--- src/dpwc_consts.svh ---
// dpwc_consts.svh: timing counts and field widths for the dual-port RAM port controller.
// assumes a 25 MHz clk; included by the package and the port controller.
// ----------------------------------------------------------------
// Functional notes
// ----------------------------------------------------------------
`ifndef DPWC_CONSTS_SVH
`define DPWC_CONSTS_SVH
`define DPWC_CLK_MHZ 25
`define DPWC_NS_PER_US 1000
`define DPWC_WP_NS 15
`define DPWC_WZ_NS 10
`define DPWC_DW_NS 10
`define DPWC_WH_NS 12
`define DPWC_WDD_NS 50
`define DPWC_DDD_NS 35
`define DPWC_ADDR_W 11
`define DPWC_DATA_W 8
// least times round up to whole cycles and add one, never below two
`define DPWC_CYC_MIN(ns) ((((ns) * `DPWC_CLK_MHZ) + `DPWC_NS_PER_US - 1) / `DPWC_NS_PER_US + 1)
`endif

--- src/dpwc_pkg.sv ---
// dpwc_pkg.sv: types for the dual-port RAM port controller.
// assumes dpwc_consts.svh alongside.
`include "dpwc_consts.svh"
package dpwc_pkg;
	typedef enum logic [2:0] {
		DPWC_IDLE = 3'b000,
		DPWC_SETUP = 3'b001,
		DPWC_PULSE = 3'b010,
		DPWC_HOLD = 3'b011,
		DPWC_READ = 3'b100,
		DPWC_DONE = 3'b101
	} dpwc_state_t;
endpackage

--- src/dpwc_cnt_if.sv ---
// dpwc_cnt_if.sv: load/expiry pair between the sequencer and its delay counter.
// assumes one clock domain.
`timescale 1ns/1ps
`default_nettype none
interface dpwc_cnt_if;
	logic load;
	logic [7:0] count;
	logic expired;
	modport seq (output load, output count, input expired);
	modport cnt (input load, input count, output expired);
endinterface
`default_nettype wire

--- src/dpwc_delay.sv ---
// dpwc_delay.sv: down-counter that flags when a loaded cycle count has elapsed.
// assumes loads come from the same clock domain.
`timescale 1ns/1ps
`default_nettype none
module dpwc_delay
	import dpwc_pkg::*;
(
	input wire logic clk, // system clock
	input wire logic rst_b, // synchronous reset, active low
	dpwc_cnt_if.cnt cif // load and expiry
);
	logic [7:0] cnt_reg;
	always_ff @(posedge clk) begin
		if (!rst_b) begin
			cnt_reg <= 8'h00;
		end else if (cif.load) begin
			cnt_reg <= cif.count;
		end else if (cnt_reg != 8'h00) begin
			cnt_reg <= cnt_reg - 8'h01;
		end
	end
	assign cif.expired = (cnt_reg == 8'h00) && !cif.load;
endmodule // dpwc_delay
`default_nettype wire

--- src/dpwc_port_ctrl.sv ---
// dpwc_port_ctrl.sv: host-side controller for one port of the dual-port static RAM.
// assumes the RAM pins are asynchronous; busy and read data are synchronised here.
`timescale 1ns/1ps
`default_nettype none
`include "dpwc_consts.svh"
module dpwc_port_ctrl
	import dpwc_pkg::*;
#(
	parameter int ADDR_W = `DPWC_ADDR_W,
	parameter int DATA_W = `DPWC_DATA_W,
	parameter bit SLAVE_PART = 1'b0
) (
	input wire logic clk, // 25 MHz clock
	input wire logic rst_b, // synchronous reset, active low
	input wire logic reqValid, // request strobe, one cycle
	input wire logic reqWrite, // 1 write, 0 read
	input wire logic [ADDR_W-1:0] reqAddr, // request address
	input wire logic [DATA_W-1:0] reqData, // write data
	output logic reqReady, // idle, may take a request
	output logic rspValid, // pulse: request finished
	output logic [DATA_W-1:0] rspData, // read data
	output logic rspBlocked, // pulse with rspValid: write saw busy
	output logic ramSelN, // port select, active low
	output logic ramRwN, // read/write, low writes
	output logic ramOeN, // output enable, active low
	output logic [ADDR_W-1:0] ramAddr, // port address
	output logic [DATA_W-1:0] ramDataOut, // data to ram
	output logic ramDataOeN, // data drive enable, low drives
	input wire logic [DATA_W-1:0] ramDataIn, // data from ram pins
	input wire logic ramBusyN, // busy flag from ram, active low
	output logic busyOutN, // busy to a slave partner port, active low
	input wire logic peerWriteN // opposite-port write in progress, active low
);
	// counts are fixed for the 25 MHz clock; another clock rate needs new constants
	localparam logic [7:0] WP_CYC = 8'(`DPWC_CYC_MIN(`DPWC_WP_NS));
	localparam logic [7:0] OFFDW_CYC = 8'(`DPWC_CYC_MIN(`DPWC_WZ_NS + `DPWC_DW_NS));
	localparam logic [7:0] WH_CYC = 8'(`DPWC_CYC_MIN(`DPWC_WH_NS));
	localparam logic [7:0] RD_CYC = 8'(`DPWC_CYC_MIN(`DPWC_WDD_NS));

	dpwc_state_t state_reg, state_next;
	logic writeOp_reg;
	logic blocked_reg;
	logic busyMeta_reg, busySync_reg, peerMeta_reg, peerSync_reg;
	logic [DATA_W-1:0] dinMeta_reg, dinSync_reg;
	dpwc_cnt_if cif ();

	// ----------------------------------------------------------------
	// delay counter
	// ----------------------------------------------------------------
	dpwc_delay u_delay (
		.clk(clk),
		.rst_b(rst_b),
		.cif(cif)
	);

	// ----------------------------------------------------------------
	// input synchronisers
	// ----------------------------------------------------------------
	always_ff @(posedge clk) begin
		if (!rst_b) begin
			busyMeta_reg <= 1'b1;
			busySync_reg <= 1'b1;
			peerMeta_reg <= 1'b1;
			peerSync_reg <= 1'b1;
			dinMeta_reg <= '0;
			dinSync_reg <= '0;
		end else begin
			// read data crosses two flops as well; the read wait is long enough to cover them
			busyMeta_reg <= ramBusyN;
			busySync_reg <= busyMeta_reg;
			peerMeta_reg <= peerWriteN;
			peerSync_reg <= peerMeta_reg;
			dinMeta_reg <= ramDataIn;
			dinSync_reg <= dinMeta_reg;
		end
	end

	// ----------------------------------------------------------------
	// sequencer
	// ----------------------------------------------------------------
	always_comb begin
		state_next = state_reg;
		cif.load = 1'b0;
		cif.count = 8'h00;
		case (state_reg)
			DPWC_IDLE: begin
				if (reqValid) begin
					state_next = DPWC_SETUP;
				end
			end
			DPWC_SETUP: begin
				// address settles one cycle with select and read/write high
				state_next = writeOp_reg ? DPWC_PULSE : DPWC_READ;
				cif.load = 1'b1;
				// output enable is kept high in writes, so the short pulse suffices
				cif.count = writeOp_reg ? WP_CYC : RD_CYC;
			end
			DPWC_PULSE: begin
				if (!busySync_reg) begin
					// blocked write: hold for the hold time after busy lifts
					cif.load = 1'b1;
					cif.count = WH_CYC;
				end else if (cif.expired) begin
					state_next = DPWC_HOLD;
				end
			end
			DPWC_READ: begin
				// a read blocked by the peer waits until busy lifts and data settles
				if (!busySync_reg) begin
					cif.load = 1'b1;
					cif.count = RD_CYC;
				end else if (cif.expired) begin
					state_next = DPWC_HOLD;
				end
			end
			DPWC_HOLD: begin
				// recovery: strobes already high, address still held
				state_next = DPWC_DONE;
			end
			DPWC_DONE: begin
				state_next = DPWC_IDLE;
			end
			default: begin
				state_next = DPWC_IDLE;
			end
		endcase
	end

	always_ff @(posedge clk) begin
		if (!rst_b) begin
			state_reg <= DPWC_IDLE;
		end else begin
			state_reg <= state_next;
		end
	end

	// ----------------------------------------------------------------
	// request capture and address/data pins
	// ----------------------------------------------------------------
	always_ff @(posedge clk) begin
		if (!rst_b) begin
			writeOp_reg <= 1'b0;
			ramAddr <= '0;
			ramDataOut <= '0;
		end else if (state_reg == DPWC_IDLE && reqValid) begin
			// address moves only while both strobes are high
			writeOp_reg <= reqWrite;
			ramAddr <= reqAddr;
			ramDataOut <= reqData;
		end
	end

	// ----------------------------------------------------------------
	// strobes
	// ----------------------------------------------------------------
	always_ff @(posedge clk) begin
		if (!rst_b) begin
			ramSelN <= 1'b1;
			ramRwN <= 1'b1;
			ramOeN <= 1'b1;
			ramDataOeN <= 1'b1;
		end else begin
			// read/write and select fall together, so ram outputs stay off
			ramRwN <= !(state_next == DPWC_PULSE);
			ramSelN <= !(state_next == DPWC_PULSE || state_next == DPWC_READ);
			// output enable stays high while writing
			ramOeN <= !(state_next == DPWC_READ);
			ramDataOeN <= !(state_next == DPWC_PULSE);
		end
	end

	// ----------------------------------------------------------------
	// busy to a slave partner: the opposite port's write, while this port is not idle
	// ----------------------------------------------------------------
	always_ff @(posedge clk) begin
		if (!rst_b) begin
			busyOutN <= 1'b1;
		end else if (SLAVE_PART) begin
			// drive busy from the cycle after SETUP, with the start of the write or read; same on either port
			// limitation: two slave-mode ports that start together block each other
			busyOutN <= peerSync_reg || (state_reg == DPWC_IDLE);
		end else begin
			busyOutN <= 1'b1;
		end
	end

	// ----------------------------------------------------------------
	// answers
	// ----------------------------------------------------------------
	always_ff @(posedge clk) begin
		if (!rst_b) begin
			blocked_reg <= 1'b0;
		end else if (state_reg == DPWC_SETUP) begin
			blocked_reg <= 1'b0;
		end else if (state_reg == DPWC_PULSE && !busySync_reg) begin
			blocked_reg <= 1'b1;
		end
	end

	always_ff @(posedge clk) begin
		if (!rst_b) begin
			rspValid <= 1'b0;
			rspBlocked <= 1'b0;
			reqReady <= 1'b0;
		end else begin
			rspValid <= (state_reg == DPWC_DONE);
			rspBlocked <= (state_reg == DPWC_DONE) && blocked_reg;
			reqReady <= (state_next == DPWC_IDLE) && !(state_reg == DPWC_IDLE && reqValid);
		end
	end

	// read data stands until the next read ends, so it is valid from rspValid onwards
	always_ff @(posedge clk) begin
		if (!rst_b) begin
			rspData <= '0;
		end else if (state_reg == DPWC_READ && cif.expired && busySync_reg) begin
			// the other port's write is visible after the port-to-port delay
			rspData <= dinSync_reg;
		end
	end
endmodule // dpwc_port_ctrl
`default_nettype wire

--- config.mk ---
export PLATFORM = sky130hd
export DESIGN_NAME = dpwc_port_ctrl
export DESIGN_NICKNAME = d
export VERILOG_FILES = /design/src/dpwc_pkg.sv /design/src/dpwc_cnt_if.sv /design/src/dpwc_delay.sv /design/src/dpwc_port_ctrl.sv
export VERILOG_INCLUDE_DIRS = /design/src
export SDC_FILE = /design/constraint.sdc
export NUM_CORES = 1
export LEC_CHECK = 0
export ABC_AREA = 1
export BUFFER_PORTS_ARGS = -buffer_cell sky130_fd_sc_hd__buf_2
export CAP_MARGIN = 40
export CORE_ASPECT_RATIO = 1.5
export CORE_MARGIN = 4
export CORE_UTILIZATION = 43
export DETAILED_ROUTE_END_ITERATION = 10
export PLACE_DENSITY = 0.77
export SETUP_SLACK_MARGIN = 0.02
export SLEW_MARGIN = 15
export SYNTH_ARGS = -nofsm -noshare
export SYNTH_HDL_FRONTEND = slang
export SYNTH_SLANG_ARGS = --single-unit
export TNS_END_PERCENT = 30
--- constraint.sdc ---
create_clock -name clk -period 1.82 [get_ports clk]
set_input_delay 0.546 -clock clk [delete_from_list [all_inputs] [get_ports clk]]
set_output_delay 0.546 -clock clk [all_outputs]
set_load 0.02 [all_outputs]
# After elaboration in Yosys (flattened, before gate mapping)
# Index checks and enable logic that the tools add are counted.
# W data, S select, Z words.
[totals] register_bits=64 input_bits=33 wordCells=60
[op_classes] addsub=1 eq_ne=7 n_mux=13 n_bitwise=1 n_reduce_logical=21
[ops] cell="$mux W8" count=2
[ops] cell="$mux W3" count=4
[ops] cell="$pmux W3 S4" count=1
[ops] cell="$eq A3 B2 Y1 const B" count=3
[ops] cell="$eq A3 B3 Y1 const B" count=3
[ops] cell="$logic_not A8 Y1" count=1
[ops] cell="$reduce_bool A8 Y1" count=1
[ops] cell="$sub A8 B1 Y8 const B" count=1
[ops] cell="$logic_and A1 B1 Y1" count=7
[ops] cell="$logic_not A1 Y1" count=6
[ops] cell="$logic_not A3 Y1" count=2
[ops] cell="$pmux W2 S3" count=1
[ops] cell="$mux W2" count=2
[ops] cell="$reduce_or A2 Y1" count=2
[ops] cell="$eq A3 B1 Y1 const B" count=1
[ops] cell="$mux W1" count=2
[ops] cell="$pmux W1 S2" count=1
[ops] cell="$reduce_bool A2 Y1" count=1
[ops] cell="$logic_or A1 B1 Y1" count=1
[ops] cell="$not A1 Y1" count=1

# Depth between registers and ports, before layout
# Gate-level depths: netlist (run 1).
[depth] ltp_word=11 mapped_depth=11 mapped_depth_nobuf=11

# Modules after synthesis
# From an unflattened synthesis (run 1), not the netlist that was laid out.
[unflattened] cells_unflattened=327 area_unflattened_um2=2517.4
[by_module_without_submodules] mod="dpwc_port_ctrl" instances=1 cells_per_inst=240 area_per_inst_um2=1935.6
[by_module_without_submodules] mod="dpwc_delay" instances=1 cells_per_inst=87 area_per_inst_um2=581.8

# Least setup slack after synthesis (run 1)
# No wires, ideal clock.
[synth_timing] path_kind="input to register" from="input port reqValid" to="register ramSelN" setup_ps=138 t_arrival_ps=1189 required_ps=1682 path_slack_ps=493 cell_stages=5 n_path_buf=0 path_cell_list="nand3_1 inv_1 or2_0 a21oi_4 o211ai_1"
[synth_between] elab_chain_len=5 word_cells_on_any_way=6 classes_between="2 x eq/ne; 2 x mux; 2 x reduce/logical"
[synth_rtl] item="from (decl)" line="dpwc_port_ctrl.sv:15" source="input wire logic reqValid,"
[synth_rtl] item="$mux W3 (*)" line="dpwc_port_ctrl.sv:87" source="if (reqValid) begin"
[synth_rtl] item="$pmux W3 S4 (*)" line="dpwc_port_ctrl.sv:85" source="case (state_reg)"
[synth_rtl] item="$eq A3 B2 Y1 or $eq A3 B3 Y1 (tied branches)" line="dpwc_port_ctrl.sv:165" source="ramSelN <= !(state_next == DPWC_PULSE || state_next == DPWC_READ);"
[synth_rtl] item="$logic_or A1 B1 Y1 (*)" line="dpwc_port_ctrl.sv:165"
[synth_rtl] item="$logic_not A1 Y1 (*)" line="dpwc_port_ctrl.sv:165"
[synth_rtl] item="to (signal assigned)" line="dpwc_port_ctrl.sv:165"
[synth_rtl] item="to (decl)" line="dpwc_port_ctrl.sv:23" source="output logic ramSelN,"
# Mark *: on every way between the ends. The rest lies on a longest branch, timed or not.
# A chain may end at the register's enable or synchronous reset.

# Final worst setup path (run 1)
[layout_timing] from="register u_delay.cnt_reg[0]" to="register reqReady"
[layout_between] elab_chain_len=7
[layout_rtl] item="from (decl)" line="dpwc_delay.sv:12" source="logic [7:0] cnt_reg;"
[layout_rtl] item="from (signal assigned)" line="dpwc_delay.sv:17" source="cnt_reg <= cif.count;"
[layout_rtl] item="from (signal assigned)" line="dpwc_delay.sv:19" source="cnt_reg <= cnt_reg - 8'h01;"
[layout_rtl] item="$logic_not A8 Y1" line="dpwc_delay.sv:22" source="assign cif.expired = (cnt_reg == 8'h00) && !cif.load;"
[layout_rtl] item="$logic_and A1 B1 Y1" line="dpwc_delay.sv:22"
[layout_rtl] item="$mux W3" line="dpwc_port_ctrl.sv:103, dpwc_port_ctrl.sv:112"
[layout_rtl] item="$mux W3" line="dpwc_port_ctrl.sv:99" source="if (!busySync_reg) begin"
[layout_rtl] item="$pmux W3 S4" line="dpwc_port_ctrl.sv:85"
[layout_rtl] item="$logic_not A3 Y1" line="dpwc_port_ctrl.sv:208" source="reqReady <= (state_next == DPWC_IDLE) && !(state_reg == DPWC_IDLE && reqValid);"
[layout_rtl] item="$logic_and A1 B1 Y1" line="dpwc_port_ctrl.sv:208"
[layout_rtl] item="to (signal assigned)" line="dpwc_port_ctrl.sv:208"
[layout_rtl] item="to (decl)" line="dpwc_port_ctrl.sv:19" source="output logic reqReady,"
# Every way passes these cells.

==> results.toml, run 1 <==
[clock_tree]
cts_tree = "done"
path_clk_slew_ns = 0.07
clk_latency_ns = 0.33
h-tree-depth = 3
holdBufCountCts = 0
post_cts_buffers = 0
clock-sinks = 64
clockBufferDepth = 2
cts_resized = 0
cts_buffers = 9
root_buffer = "clkbuf_8"

[pwr]
p_int_mw = 2.87
p_leak_nw = 1.47
p_sw_mw = 1.52
p_per_area_nw_per_um2 = 1490
p_sw_share_pct = 34.6
irDropWorstVdd_mv = 0.763
pwr-share-seq_pct = 39.9
pwr-share-clk_pct = 30.8
comb_power_share_pct = 29.4

[grt]
grt_pass1_vias = 1816
grtUsageTotal_pct = 15.3
grt_overflow = 0
grt_max_degree = 41
antenna_found_initial = 0
grt_pass1_wl_mm = 7.73

[placed_design]
io_buffers = 65
place_congestion = 0.824
hpwl_mm = 3.34
placedCellCount = 414

[timing]
slew_viol_final = 0
fmax_ghz = 0.663
finalSetupViolCount = 0
finClkSkew_ns = 0.00676
hold_viol = 0
grt_setup_unrepaired = "no"
period_share_pct = 82.8
fin_crit_ns = 1.51
setup_tns_ns = 0

[critical_path]
r2r_setup_slack_ns = 0.31
end_kind = "flop"
path_class = "reg2reg"
rr_endpoint = "reqReady$_SDFF_PN0_"
crit_required_ns = 2.05
crit_path_cell_trace = "inv_1 -> ha_1 -> nand2_1 -> nor2_4 -> nand3_2 -> nand2_1 -> nand2_1 -> nand2_1 -> inv_2 -> nand2_1 -> nor2_1"
cp_common_cell = "nand2_1"
cp-start-kind = "flop"
crit_arrival_ns = 1.73
reg2regPathDepth = 11
crit_slowest_cell = "dfxtp_1"
cp_max_fo = 6
worstReg2RegStart = "u_delay.cnt_reg[0]$_SDFFE_PN0N_"
cpPeakStageDelay_ns = 0.32

[synth]
syn_area_per_cell_sq_um = 8.09
synth_cells = 288
ys_async_sr_fraction_pct = 0
synthTopCellsByCount = "64 x dfxtp_1, 56 x nor2_1, 34 x nand2_1, 28 x inv_1, 27 x o21ai_0"
synth_ff_type = "dfxtp_1"
synth_area_leaders = "dfxtp_1 55%, nor2_1 9.0%, o21ai_0 5.8%"
syn_nets = 323
synth_most_common_cell = "dfxtp_1"
synth-seq-cells = 64
synth_edf_count = 0
yosys_warnings = 0
ys_types = 32
yosysTopAreaCell = "dfxtp_1"
yosysSeqAreaShare_pct = 55.0
syn_area_sq_um = 2330
yosysTopAreaCellShare_pct = 55.0

[finish]
fin_util_pct = 56.7
area_delta_synth_final_pct = 26.8
regMostFlops = "ramAddr"
antenna_cells = 0
final_cells = 430
finalNetCount = 392
drive_above_1_share_pct = 28.2
largest_reg_flops = 11

[run_status]
status = "completed"

[hold_path]
min_to = "dinMeta_reg[2]$_SDFF_PN0_"
hp-class = "in2reg"
min_from = "ramDataIn[2]"
hold_depth = 3

[detailed_routing]
first_iter_violations = 49
drc_errors = 0
drtPass1Iterations = 4
ant_nets = 0
wirelength_mm = 4.54
vias_per_cell = 4.57
via_count = 1967
wl_per_cell_um = 10.6

[floorplan]
die_y_um = 98.1
coreArea_sq_um = 5200
dieArea_sq_um = 6680
std_cell_rows = 32
die_x_um = 68.1
start_util_pct = 44.7
io_pins = 68

[run]
cap_violations = 0
[per-layer routing]
layer	wire length (um)	vias up	GRT usage (%)	share of wire (%)
met4	123	0	8.27	2.7
met1	1780	862	15.4	39
li1	-	1048	-	-
met3	227	10	4.72	5.0
met2	2410	47	26.7	53
met5	0	-	0	0
[logic make-up (layout without fill, tap and decap cells)]
logic type               Yosys count  count (layout)  share of synthesized area (%)
AO/OA/AOI/OAI                     53              53                           12.7
adder cells (fa/ha/maj)            2               2                           1.07
buffers and inverters             45             119                           7.68
flip-flops                        64              64                           55.0
other                              1               1                          0.161
AND/OR/NAND/NOR                  123             123                           23.4
[final cells by class]
cell class / count / area, sq um
fill: 513 / 2250
sequential: 64 / 1280
multi-input combinational: 179 / 868
timing repair buffer: 70 / 363
clock buffer: 10 / 138
inverter: 33 / 125
clock inverter: 6 / 92.6
tap: 68 / 85.1
[layout by cell type, fill, tap and decap left out, types with 2 or more instances in the layout]
master | Yosys | routed
bufinv_16 | 0 | 2
o21ai_0 | 27 | 27
o21ai_1 | 4 | 4
clkinv_4 | 0 | 2
buf_4 | 2 | 5
nor3_1 | 5 | 5
nor2_4 | 2 | 2
inv_1 | 28 | 28
a21oi_4 | 2 | 2
a21oi_1 | 16 | 16
or2_2 | 2 | 2
clkinvlp_4 | 0 | 2
ha_1 | 2 | 2
dfxtp_1 | 64 | 64
nand3_1 | 14 | 14
nand3_2 | 2 | 2
inv_2 | 4 | 4
buf_2 | 1 | 65
nor2_1 | 56 | 56
nand2_1 | 34 | 34
clkbuf_8 | 0 | 10
[power by group through the flow]
stage | Clock (mW) | Combinational, mW | Sequential (mW)
3_5_place_dp | 0 | 1.29 | 1.78
6_report | 1.35 | 1.29 | 1.75
2_1_floorplan | 0 | 0.880 | 1.87
5_1_grt | 1.44 | 1.48 | 1.77
4_1_cts | 1.39 | 1.31 | 1.75
3_3_place_gp | 0 | 1.26 | 1.77
[metrics by stage]
stage / worst slack (ns) / hold WS (ns) / total power, mW / area [sq um]
3_3_place_gp: 0.375 / 0.393 / 3.04 / 2720
4_1_cts: 0.301 / 0.376 / 4.44 / 2950
2_1_floorplan: 0.493 / 0.390 / 2.75 / 2330
5_1_grt: 0.0836 / 0.387 / 4.69 / 2950
3_5_place_dp: 0.343 / 0.396 / 3.07 / 2720
6_report: 0.313 / 0.393 / 4.39 / 2950
[critical path: cells and delay by family (launching register included)]
family	cells	cell delay, ns
AND/OR/NAND/NOR	8	0.76
buffers and inverters	2	0.17
flip-flops	1	0.32
adder cells (fa/ha/maj)	1	0.16
[worst max-delay path by stage]
| stage | depth (start not counted) | slack, ns | endpoint | from |
|---|---|---|---|---|
| 6_report | 11 | 0.31 | reqReady$_SDFF_PN0_ | u_delay.cnt_reg[0]$_SDFFE_PN0N_ |
| 5_1_grt | 9 | 0.08 | u_delay.cnt_reg[7]$_SDFFE_PN0N_ | u_delay.cnt_reg[0]$_SDFFE_PN0N_ |
| 4_1_cts | 11 | 0.30 | reqReady$_SDFF_PN0_ | u_delay.cnt_reg[0]$_SDFFE_PN0N_ |
| 3_5_place_dp | 6 | 0.34 | ramSelN$_SDFF_PN1_ | reqValid |
| 3_3_place_gp | 6 | 0.38 | ramSelN$_SDFF_PN1_ | reqValid |
| 2_1_floorplan | 5 | 0.49 | ramSelN$_SDFF_PN1_ | reqValid |
Note: power is estimated with default switching activity, not from simulation.
==> run 2: changes to the inputs <==
--- a/config.mk
+++ b/config.mk
@@ -13,7 +13,7 @@
 export CORE_MARGIN = 4
 export CORE_UTILIZATION = 43
 export DETAILED_ROUTE_END_ITERATION = 10
-export PLACE_DENSITY = 0.77
+export PLACE_DENSITY = 0.8
 export SETUP_SLACK_MARGIN = 0.02
 export SLEW_MARGIN = 15
 export SYNTH_ARGS = -nofsm -noshare
==> constraint.sdc (replaced) <==
create_clock -name clk -period 1.3 [get_ports clk]
set_input_delay 0.39 -clock clk [delete_from_list [all_inputs] [get_ports clk]]
set_output_delay 0.39 -clock clk [all_outputs]
set_load 0.02 [all_outputs]
==> run 2 against run 1 <==
  * The run now ends with negative setup slack left
  * Total power grew 59%
  * Sequential power grew 39%
  * First-iteration DRC count increased by 35%
  * Setup slack worse by 0.40 ns
  * Combinational power grew 98%
  * Wire length is 13% higher
  * Critical path type unchanged
  * Fmax increased by 8.7%
==> results.toml, run 2 (synthesis results as in run 1) <==
[critical_path]
rr_endpoint = "reqReady$_SDFF_PN0_"
path_class = "reg2reg"
cp_max_fo = 6
crit_arrival_ns = 1.61
end_kind = "flop"
crit_required_ns = 1.53
r2r_setup_slack_ns = -0.09
worstReg2RegStart = "u_delay.cnt_reg[0]$_SDFFE_PN0N_"
cp-start-kind = "flop"
reg2regPathDepth = 11

[finish]
regArea_sq_um = 1290
regMostFlops = "ramAddr"
area_delta_synth_final_pct = 39.0
finalNetCount = 413
fill_cells = 448
layout_common_cells = "63 x buf_2, 60 x dfxtp_1, 52 x nor2_1, 27 x nand2_1"
final_cells = 450
drive_above_1_share_pct = 37.4
largest_reg_flops = 11
multi_input_area_sq_um = 948
mostFrequentLayoutCell = "buf_2"
antenna_cells = 0

[detailed_routing]
wl_met3_um = 210
maxUsedRoutingLayer = "met4"
wl_per_cell_um = 11.4
wirelength_mm = 5.13
drc_errors = 0
vias_per_cell = 4.69
wl_met2_mm = 2.78
via_count = 2111
wl_met1_mm = 1.98
ant_nets = 0
first_iter_violations = 66
drtPass1Iterations = 4

[hold_path]
min_from = "ramDataIn[5]"
hp-class = "in2reg"
min_to = "dinMeta_reg[5]$_SDFF_PN0_"
hold_depth = 3

[timing]
finalSetupViolCount = 16
fmax_ghz = 0.721
hold_viol = 0
grt_setup_unrepaired = "yes"
fin_crit_ns = 1.39
hold_ws_ns = 0.242
slew_viol_final = 0
finClkSkew_ns = 0.00369
period_share_pct = 107
fin_ws_ns = -0.0863
setup_tns_ns = -0.565

[grt]
grt_max_degree = 41
antenna_found_initial = 0
grt_pass1_wl_mm = 8.46
grt_overflow = 0
grt_pass1_vias = 2026
grtUsageTotal_pct = 16.8

[pwr]
p_per_area_nw_per_um2 = 2150
p_leak_nw = 1.61
irDropWorstVdd_mv = 1.51

[clock_tree]
path_clk_slew_ns = 0.07
clk_latency_ns = 0.33
clock-sinks = 64
cts_buffers = 9
cts_tree = "done"
clockBufferDepth = 2
root_buffer = "clkbuf_8"
h-tree-depth = 3

[run_status]
violations = "negative setup slack"
status = "complete, but fails checks"

[floorplan]
start_util_pct = 44.7
coreArea_sq_um = 5200
die_x_um = 68.1
dieArea_sq_um = 6680
die_y_um = 98.1
io_pins = 68
std_cell_rows = 32

[placed_design]
io_buffers = 65
pre_cts_ws_ns = -0.0622
place_congestion = 0.901
placedCellCount = 433
hpwl_mm = 3.63

[run]
cap_violations = 0
[run 2: power by group]
part	switching, mW	internal (mW)
Clock	0.684	1.28
Sequential	0.176	2.27
Combinational	1.49	1.07
Total	2.35	4.61
[run 2: layer usage]
metal	track usage (%)	vias up
li1	-	1088
met1	15.7	976
met2	30.3	37
met3	4.83	10
met4	10.1	0
met5	0	-
[run 2: final cells by class]
type,instances,area share (%)
clock inverter,2,1.86
inverter,33,3.98
multi-input combinational,179,29.3
timing repair buffer,91,17.0
sequential,64,39.7
clock buffer,13,5.53
tap,68,2.63
[run 2: how the worst max path moves through the flow]
stage / to / startpoint / depth (start not counted)
2_1_floorplan: reqReady$_SDFF_PN0_ / u_delay.cnt_reg[0]$_SDFFE_PN0N_ / 11
3_3_place_gp: reqReady$_SDFF_PN0_ / u_delay.cnt_reg[0]$_SDFFE_PN0N_ / 11
3_5_place_dp: ramSelN$_SDFF_PN1_ / state_reg[1]$_SDFF_PN0_ / 8
4_1_cts: reqReady$_SDFF_PN0_ / u_delay.cnt_reg[1]$_SDFFE_PN0N_ / 11
5_1_grt: reqReady$_SDFF_PN0_ / u_delay.cnt_reg[0]$_SDFFE_PN0N_ / 11
6_report: reqReady$_SDFF_PN0_ / u_delay.cnt_reg[0]$_SDFFE_PN0N_ / 11
[run 2: per-stage QoR]
step | instance area (sq um) | total power [mW] | utilization [%]
after detailed placement | 2880 | 4.57 | 55.3
final | 3240 | 6.96 | 62.2
after CTS | 3150 | 6.65 | 60.5
after global placement | 2880 | 4.51 | 55.3
after floorplan | 2330 | 3.87 | -
after global routing | 3240 | 7.43 | 62.2
[run 2: what timing repair did]
item	4_1_cts	5_1_grt
endpoints found under the setup margin	19	27
setup buffers	0	2
hold buffers	0	0
pin swaps	8	9
gates resized for setup	11	22
[run 2: critical path: stages, from the launching register on]
cell and delay (ns):
dfxtp_2 0.32, inv_2 0.07, ha_4 0.14, nand2_4 0.05, nor2_4 0.22, nand3_2 0.13, nand2_1 0.08, nand2_1 0.06
nand2_2 0.08, inv_2 0.05, nand2_2 0.04, nor2_1 0.03
